<file path="src/rx_elastic_regs.vh">
`ifndef RX_ELASTIC_REGS_VH
`define RX_ELASTIC_REGS_VH

`define RXQ_WIDTH        67
`define RXQ_DEPTH        32
`define RXQ_AW           5
`define RXQ_CW           6
`define RXQ_FULL_DEF     5'h1f
`define RXQ_PFULL_DEF    5'h17
`define RXQ_PEMPTY_DEF   5'h02
`define RXQ_CLK_DIV      6'h21
`define RXQ_CLK_HALF     6'h10
`define RXQ_CLK_HALF2    6'h20
`define RXQ_CNT_ZERO     6'h00
`define RXQ_CNT_ONE      6'h01
`define RXQ_PTR_ONE      5'h01
`define RXQ_HDR_CTRL     2'h2
`define RXQ_TYPE_SYNC    6'h1e
`define RXQ_TYPE_IDLE    8'h1e
`define RXQ_MODE_ILK     2'h0
`define RXQ_MODE_CLKCOMP 2'h1
`define RXQ_MODE_PHASE   2'h2
`define RXQ_MODE_REG     2'h3
`define RXQ_PROT_BASIC   1'b0
`define RXQ_PROT_ILK     1'b1

`endif

</file>
<file path="src/pcs_rx_elastic_fifo.v">
`timescale 1ns/1ps
`default_nettype none
`include "rx_elastic_regs.vh"

module pcs_rx_elastic_fifo (
  input  wire                   clk,
  input  wire                   rst_n,
  input  wire [1:0]             fifo_mode,
  input  wire                   protocol_ilk,
  input  wire                   align_word_remove,
  input  wire                   ctrl_word_remove,
  input  wire                   frame_locked,
  input  wire                   block_locked,
  input  wire [4:0]             full_thresh,
  input  wire [4:0]             pfull_thresh,
  input  wire [4:0]             pempty_thresh,
  input  wire                   rx_in_valid,
  input  wire [`RXQ_WIDTH-1:0]  rx_in_data,
  output wire                   rx_in_ready,
  input  wire                   rx_out_ready,
  input  wire                   rxq_pop,
  input  wire                   lane_align_restart,
  input  wire                   lane_align_join,
  output reg  [`RXQ_WIDTH-1:0]  rx_out_data,
  output reg                    rx_word_qualifier_opt,
  output reg                    rxq_full_flag,
  output reg                    rxq_almost_full_flag,
  output reg                    rxq_empty_flag,
  output reg                    rxq_almost_empty_flag,
  output reg                    rxq_word_dropped,
  output reg                    rxq_word_added,
  output reg                    lane_align_found,
  output reg                    rx_clk_div_out
);
  // Word: [66] control flag, [65:64] sync header, [63:0] payload
  wire                  in_hdr_ctrl;
  wire                  in_sync;
  wire                  in_idle;
  wire                  is_ilk;
  wire                  is_cc;
  wire                  drop_word;
  wire                  wr_valid;
  wire                  wr_ready;
  wire                  f_valid;
  wire                  f_ready;
  wire [`RXQ_WIDTH-1:0] f_data;
  wire [`RXQ_CW-1:0]    f_count;
  wire                  qual_allowed;
  wire                  cc_delete;
  wire                  cc_insert;
  wire                  read_req;
  wire                  out_take;
  reg  [`RXQ_CW-1:0]    div_q;
  reg                   searching_q;
  reg  [`RXQ_WIDTH-1:0] last_idle_q;
  reg                   have_idle_q;

  assign is_ilk      = (fifo_mode == `RXQ_MODE_ILK) && protocol_ilk;
  assign is_cc       = (fifo_mode == `RXQ_MODE_CLKCOMP);
  assign in_hdr_ctrl = (rx_in_data[65:64] == `RXQ_HDR_CTRL);
  assign in_sync     = in_hdr_ctrl && (rx_in_data[63:58] == `RXQ_TYPE_SYNC);
  assign in_idle     = in_hdr_ctrl && (rx_in_data[63:56] == `RXQ_TYPE_IDLE);

  // Alignment removal needs frame lock only; control removal drops every control word
  assign drop_word = is_ilk && rx_in_valid &&
                     ((align_word_remove && frame_locked && in_sync) ||
                      (ctrl_word_remove && in_hdr_ctrl));

  // Idle delete at or above the partially full threshold; non-idle words still stall when full
  assign cc_delete = is_cc && block_locked && rx_in_valid && in_idle &&
                     (f_count >= {1'b0, pfull_thresh});

  assign wr_valid    = rx_in_valid && !drop_word && !cc_delete &&
                       !lane_align_restart;
  // Dropped words are consumed without needing space
  assign rx_in_ready = wr_ready || drop_word || cc_delete;

  // Interlaken reads only on pop and only after joining deskew
  assign read_req = is_ilk ? (rxq_pop && lane_align_join) : rx_out_ready;
  assign out_take = read_req && !lane_align_restart;
  assign f_ready  = out_take;

  // Insert repeats the last idle when the FIFO underruns
  assign cc_insert = is_cc && block_locked && out_take && !f_valid &&
                     have_idle_q;

  assign qual_allowed = protocol_ilk ? (fifo_mode == `RXQ_MODE_ILK) :
                        ((fifo_mode == `RXQ_MODE_PHASE) ||
                         (fifo_mode == `RXQ_MODE_REG));

  rxq_fifo #(
    .W  (`RXQ_WIDTH),
    .D  (`RXQ_DEPTH),
    .AW (`RXQ_AW),
    .CW (`RXQ_CW)
  ) u_fifo (
    .clk       (clk),
    .rst_n     (rst_n),
    .flush     (lane_align_restart),
    .in_valid  (wr_valid),
    .in_ready  (wr_ready),
    .in_data   (rx_in_data),
    .out_valid (f_valid),
    .out_ready (f_ready),
    .out_data  (f_data),
    .count     (f_count)
  );

  always @(posedge clk or negedge rst_n) begin
    if (!rst_n) begin
      rx_out_data           <= {`RXQ_WIDTH{1'b0}};
      rx_word_qualifier_opt <= 1'b0;
      rxq_full_flag         <= 1'b0;
      rxq_almost_full_flag  <= 1'b0;
      rxq_empty_flag        <= 1'b1;
      rxq_almost_empty_flag <= 1'b1;
      rxq_word_dropped      <= 1'b0;
      rxq_word_added        <= 1'b0;
      lane_align_found      <= 1'b0;
      searching_q           <= 1'b1;
      last_idle_q           <= {`RXQ_WIDTH{1'b0}};
      have_idle_q           <= 1'b0;
    end else begin
      if (out_take && f_valid) begin
        rx_out_data <= f_data;
      end else if (cc_insert) begin
        rx_out_data <= last_idle_q;
      end
      rx_word_qualifier_opt <= qual_allowed &&
                               ((out_take && f_valid) || cc_insert);
      rxq_full_flag         <= (f_count >= {1'b0, full_thresh});
      rxq_almost_full_flag  <= (f_count >= {1'b0, pfull_thresh});
      rxq_empty_flag        <= (f_count == `RXQ_CNT_ZERO);
      rxq_almost_empty_flag <= (f_count <= {1'b0, pempty_thresh});
      rxq_word_dropped      <= cc_delete;
      rxq_word_added        <= cc_insert;
      if (rx_in_valid && in_idle) begin
        last_idle_q <= rx_in_data;
        have_idle_q <= 1'b1;
      end
      // Restart takes priority over a sync seen in the same cycle
      if (lane_align_restart) begin
        searching_q      <= 1'b1;
        lane_align_found <= 1'b0;
      end else if (is_ilk && searching_q && rx_in_valid && in_sync) begin
        searching_q      <= 1'b0;
        lane_align_found <= 1'b1;
      end else if (!is_ilk) begin
        lane_align_found <= 1'b0;
      end
    end
  end

  // Divide by 33: high for 16 cycles, low for 17
  always @(posedge clk or negedge rst_n) begin
    if (!rst_n) begin
      div_q          <= `RXQ_CNT_ZERO;
      rx_clk_div_out <= 1'b0;
    end else begin
      if (div_q == `RXQ_CLK_HALF2) begin
        div_q <= `RXQ_CNT_ZERO;
      end else begin
        div_q <= div_q + `RXQ_CNT_ONE;
      end
      rx_clk_div_out <= (div_q < `RXQ_CLK_HALF);
    end
  end
endmodule // pcs_rx_elastic_fifo

`default_nettype wire

</file>
<file path="src/rxq_fifo.v">
`timescale 1ns/1ps
`default_nettype none
`include "rx_elastic_regs.vh"

// Flop-based FIFO, valid/ready on both sides
module rxq_fifo #(
  parameter W  = `RXQ_WIDTH,
  parameter D  = `RXQ_DEPTH,
  parameter AW = `RXQ_AW,
  parameter CW = `RXQ_CW
) (
  input  wire          clk,
  input  wire          rst_n,
  input  wire          flush,
  input  wire          in_valid,
  output wire          in_ready,
  input  wire [W-1:0]  in_data,
  output wire          out_valid,
  input  wire          out_ready,
  output wire [W-1:0]  out_data,
  output wire [CW-1:0] count
);
  reg [W-1:0]  mem_q [0:D-1];
  reg [AW-1:0] wp_q;
  reg [AW-1:0] rp_q;
  reg [CW-1:0] cnt_q;
  wire         push;
  wire         pop;
  genvar       i;

  assign in_ready  = (cnt_q != D[CW-1:0]);
  assign out_valid = (cnt_q != `RXQ_CNT_ZERO);
  assign push      = in_valid & in_ready;
  assign pop       = out_valid & out_ready;
  assign out_data  = mem_q[rp_q];
  assign count     = cnt_q;

  generate
    for (i = 0; i < D; i = i + 1) begin : g_ent
      localparam [AW-1:0] SLOT = i;
      always @(posedge clk) begin
        if (push && wp_q == SLOT) begin
          mem_q[i] <= in_data;
        end
      end
    end
  endgenerate

  always @(posedge clk or negedge rst_n) begin
    if (!rst_n) begin
      wp_q  <= {AW{1'b0}};
      rp_q  <= {AW{1'b0}};
      cnt_q <= {CW{1'b0}};
    end else if (flush) begin
      wp_q  <= {AW{1'b0}};
      rp_q  <= {AW{1'b0}};
      cnt_q <= {CW{1'b0}};
    end else begin
      if (push) begin
        wp_q <= wp_q + `RXQ_PTR_ONE;
      end
      if (pop) begin
        rp_q <= rp_q + `RXQ_PTR_ONE;
      end
      if (push && !pop) begin
        cnt_q <= cnt_q + `RXQ_CNT_ONE;
      end else if (pop && !push) begin
        cnt_q <= cnt_q - `RXQ_CNT_ONE;
      end
    end
  end
endmodule // rxq_fifo

`default_nettype wire
</file>
<file path="config.mk">
export PLATFORM = sky130hd
export DESIGN_NAME = pcs_rx_elastic_fifo
export DESIGN_NICKNAME = d
export VERILOG_FILES = /design/src/pcs_rx_elastic_fifo.v /design/src/rxq_fifo.v
export VERILOG_INCLUDE_DIRS = /design/src
export SDC_FILE = /design/constraint.sdc
export NUM_CORES = 2
export LEC_CHECK = 0
export BUFFER_PORTS_ARGS = -buffer_cell sky130_fd_sc_hd__buf_2
export CORE_ASPECT_RATIO = 2
export CORE_MARGIN = 8
export CORE_UTILIZATION = 55
export CTS_BUF_LIST = sky130_fd_sc_hd__clkbuf_4 sky130_fd_sc_hd__clkbuf_8
export DETAILED_ROUTE_END_ITERATION = 8
export PLACE_DENSITY = 0.71
export RECOVER_POWER = 25
export SLEW_MARGIN = 20
export SYNTH_ARGS = -nofsm -noshare
export SYNTH_HDL_FRONTEND = slang
export SYNTH_HIERARCHICAL = 1
export SYNTH_SLANG_ARGS = --single-unit
</file>
<file path="constraint.sdc">
create_clock -name clk -period 19.5 [get_ports clk]
set_clock_uncertainty 0.15 [all_clocks]
set_input_delay 1.95 -clock clk [delete_from_list [all_inputs] [get_ports clk]]
set_output_delay 1.95 -clock clk [all_outputs]
set_load 0.005 [all_outputs]
</file>
==> run metrics <==
GR Overflow Total=0; layout overhead on the synthesized area=10.7%; CTS root buf=clkbuf_8; CTS tree=yes; DRT antenna net count=0; Static Leak=0.0313 uW; Finish-stage setup viols=0; initial antenna violation count=17; # resized after CTS=0; P per Cell Area=104 nW/um^2; Synth async-reset ratio=7.23%; Final GP Congestion=0.784; Synth Register Bits=2311; Primary FF master, synth=edfxtp_1; standard-cell rows=209; synth unique cells=62; Syn Area/Cell=22.2 um^2; DRC violations left=0; nets@finish=4491; vias per cell=6.42; setup TNS=0 ns; multi-input combinational cell area=19600 um^2; Synth Instances=4020; hold_buf cts=0; Worst Path Max Fanout=34; Tmin final=6.59 ns; Buffers on Ports=172; Worst-Margin Slew=4.64 ns; Ys Warns=6; final hold violation count=0; Startpoint Class=input pin; CTS Buf Count=311; syn_nets=4145; routed len/inst=32.2 um; H-tree depth=5; Hold Path Class=reg2reg; non-filler instance count after layout=6721; Setup Crit Path Kind=in2out; sequential standard cell area=68600 um^2; Worst Path Arrival=4.49 ns; status=finished with violations; initial DRC count=3897; relative slew slack=-209%; HPWL Detailed=120 mm; Fill cells=11089; First-pass DRT Iterations=5; max-cap violation count=4; WP data required=17.40 ns; placed insts=6160; Skew-Pair Late Insertion Delay=0.93 ns; mapped cell area=89100 um^2; register area share after synthesis=76.9%; I/O pin total=173; largest net degree at the start of global routing=121; fmax=0.152 GHz; Vias=43135; Pins Over Slew Limit=179; RSZ-0062 raised after global routing=false; period utilisation layout=33.8%; Core Box Area=162000 um^2; failing checks=max-capacitance violations, max-slew violations; Clock Pin Slew Worst Setup and Hold Paths=0.06 ns; chip height=585 um; Die Wd=301 um; die area=176000 um^2; worst-case clock buffer depth=4; share of cells above drive strength 1=30.1%; Total GRT Usage=24.5%; first-pass GRT wire length=312 mm; total wire length=216 mm; Post-CTS Setup Bufs=0; EDFF count, synth=2144; number of global-route vias before repair=45179; crit end category=primary output; fin util=61.1%; worst vdd ir=0.0000662 V; Clock Sinks=2311; Initial Util=55.2%
[cell families (layout without fill, tap and decap cells)]
| group | after synthesis | after routing | synth area share [%] |
|---|---|---|---|
| simple gates | 246 | 246 | 1.52 |
| flops | 2311 | 2311 | 76.9 |
| buf+inv | 257 | 840 | 1.39 |
| compound gates | 278 | 278 | 2.50 |
| fa+ha+maj | 29 | 29 | 0.415 |
| mux | 890 | 890 | 17.2 |
| other cells | 0 | 8 | 0 |
| xor+xnor | 9 | 9 | 0.0884 |
[synth_stat cells (27+ instances only)]
cell type     n  area (um^2)
a21oi_1      29          145
and3_1       89          557
a221oi_1     35          307
ha_1         28          350
clkbuf_1     78          293
mux4_2      498        11200
buf_2        97          485
mux2i_1     265         2650
a22oi_1      34          255
nand2_1      33          124
mux2_2      126         1420
a22o_1       28          245
a221o_1      66          661
edfxtp_1   2144        64400
nor2_1       50          188
dfrtp_1     164         4100
buf_1        27          101
[cell type report]
class                   count  area share [%]
repair buffers            264            1.64
multi-input cells        1452            19.9
well taps                2110            2.68
clock inverters           127           0.835
diodes                      8          0.0203
flip-flops and latches   2311            69.5
clock buffers             423            5.36
inverters                  26          0.0989
[per-stage QoR]
| stage | area, um^2 | total power (uW) | hold slack, ns | worst slack (ns) |
|---|---|---|---|---|
| 3_3_place_gp | 92500 | 6760 | 0.299 | 12.81 |
| 6_report | 98700 | 10300 | 0.320 | 12.91 |
| 5_1_grt | 98700 | 10600 | 0.338 | 12.55 |
| 2_1_floorplan | 89100 | 6350 | 0.278 | 10.62 |
| 4_1_cts | 98700 | 10400 | 0.324 | 13.20 |
| 3_5_place_dp | 92500 | 6770 | 0.309 | 12.73 |
[cell usage in the layout (no fill, tap or decap), drive strengths merged, types with 5 or more instances in the layout]
master,count
o221ai,17
clkinvlp,14
bufinv,9
o22ai,24
diode,8
mux4,498
ha,28
mux2i,266
and3,89
a31oi,19
clkinv,101
a221o,66
nand4,6
nor3,11
nor2,51
dfrtp,164
inv,29
a22oi,34
a21oi,30
nand3,7
xor2,5
and2,10
nand2b,16
a211oi,5
a221oi,35
buf,221
a22o,28
clkbuf,466
nand2,33
nor2b,7
mux2,126
edfxtp,2144
[registers in the layout, summed over array words and instances (netlist names), 5 cells and up]
name / cells
u_fifo/mem_q: 2144
u_fifo/rp_q: 5
u_fifo/wp_q: 5
rx_out_data: 67
u_fifo/count: 6
div_q: 6
last_idle_q: 67
[metal layers]
metal	global-route usage, %	vias up	share of wire, %
met1	30.1	22980	36
met3	3.78	456	6.9
li1	-	17666	-
met5	0	-	0.016
met2	43.5	2027	53
met4	9.85	6	4.0
[power by group]
group          switching (uW)  internal (uW)  leakage (uW)  total (uW)
logic                     539            478       0.00666        1020
registers                 105           5520        0.0215        5630
clock network            1760           1880       0.00320        3640
total                    2400           7880        0.0313       10300
[worst max-delay path, cell delays in order]
cell       delay, ns
buf_2           0.07
clkbuf_1        1.12
nand4bb_1       0.44
o41ai_1         0.39
and3_1          0.21
a311o_1         0.15
buf_2           0.12
[path summary, 6_finish.rpt]
kind | from | to | slack, ns | depth (start not counted)
min in group asynchronous | rst_n | u_fifo/count[5] | 2.55 | 1
worst min-delay path | last_idle_q[60] | rx_out_data[60] | 0.32 | 1
max in group asynchronous | rst_n | u_fifo/rp_q[2] | 13.42 | 1
worst max-delay path | rx_in_data[59] | rx_in_ready | 12.91 | 7
worst min register to register | last_idle_q[60] | rx_out_data[60] | 0.32 | 1
worst max register to register | u_fifo/rp_q[0] | rx_out_data[38] | 13.33 | 9
Note: power is estimated with default switching activity, not from simulation.
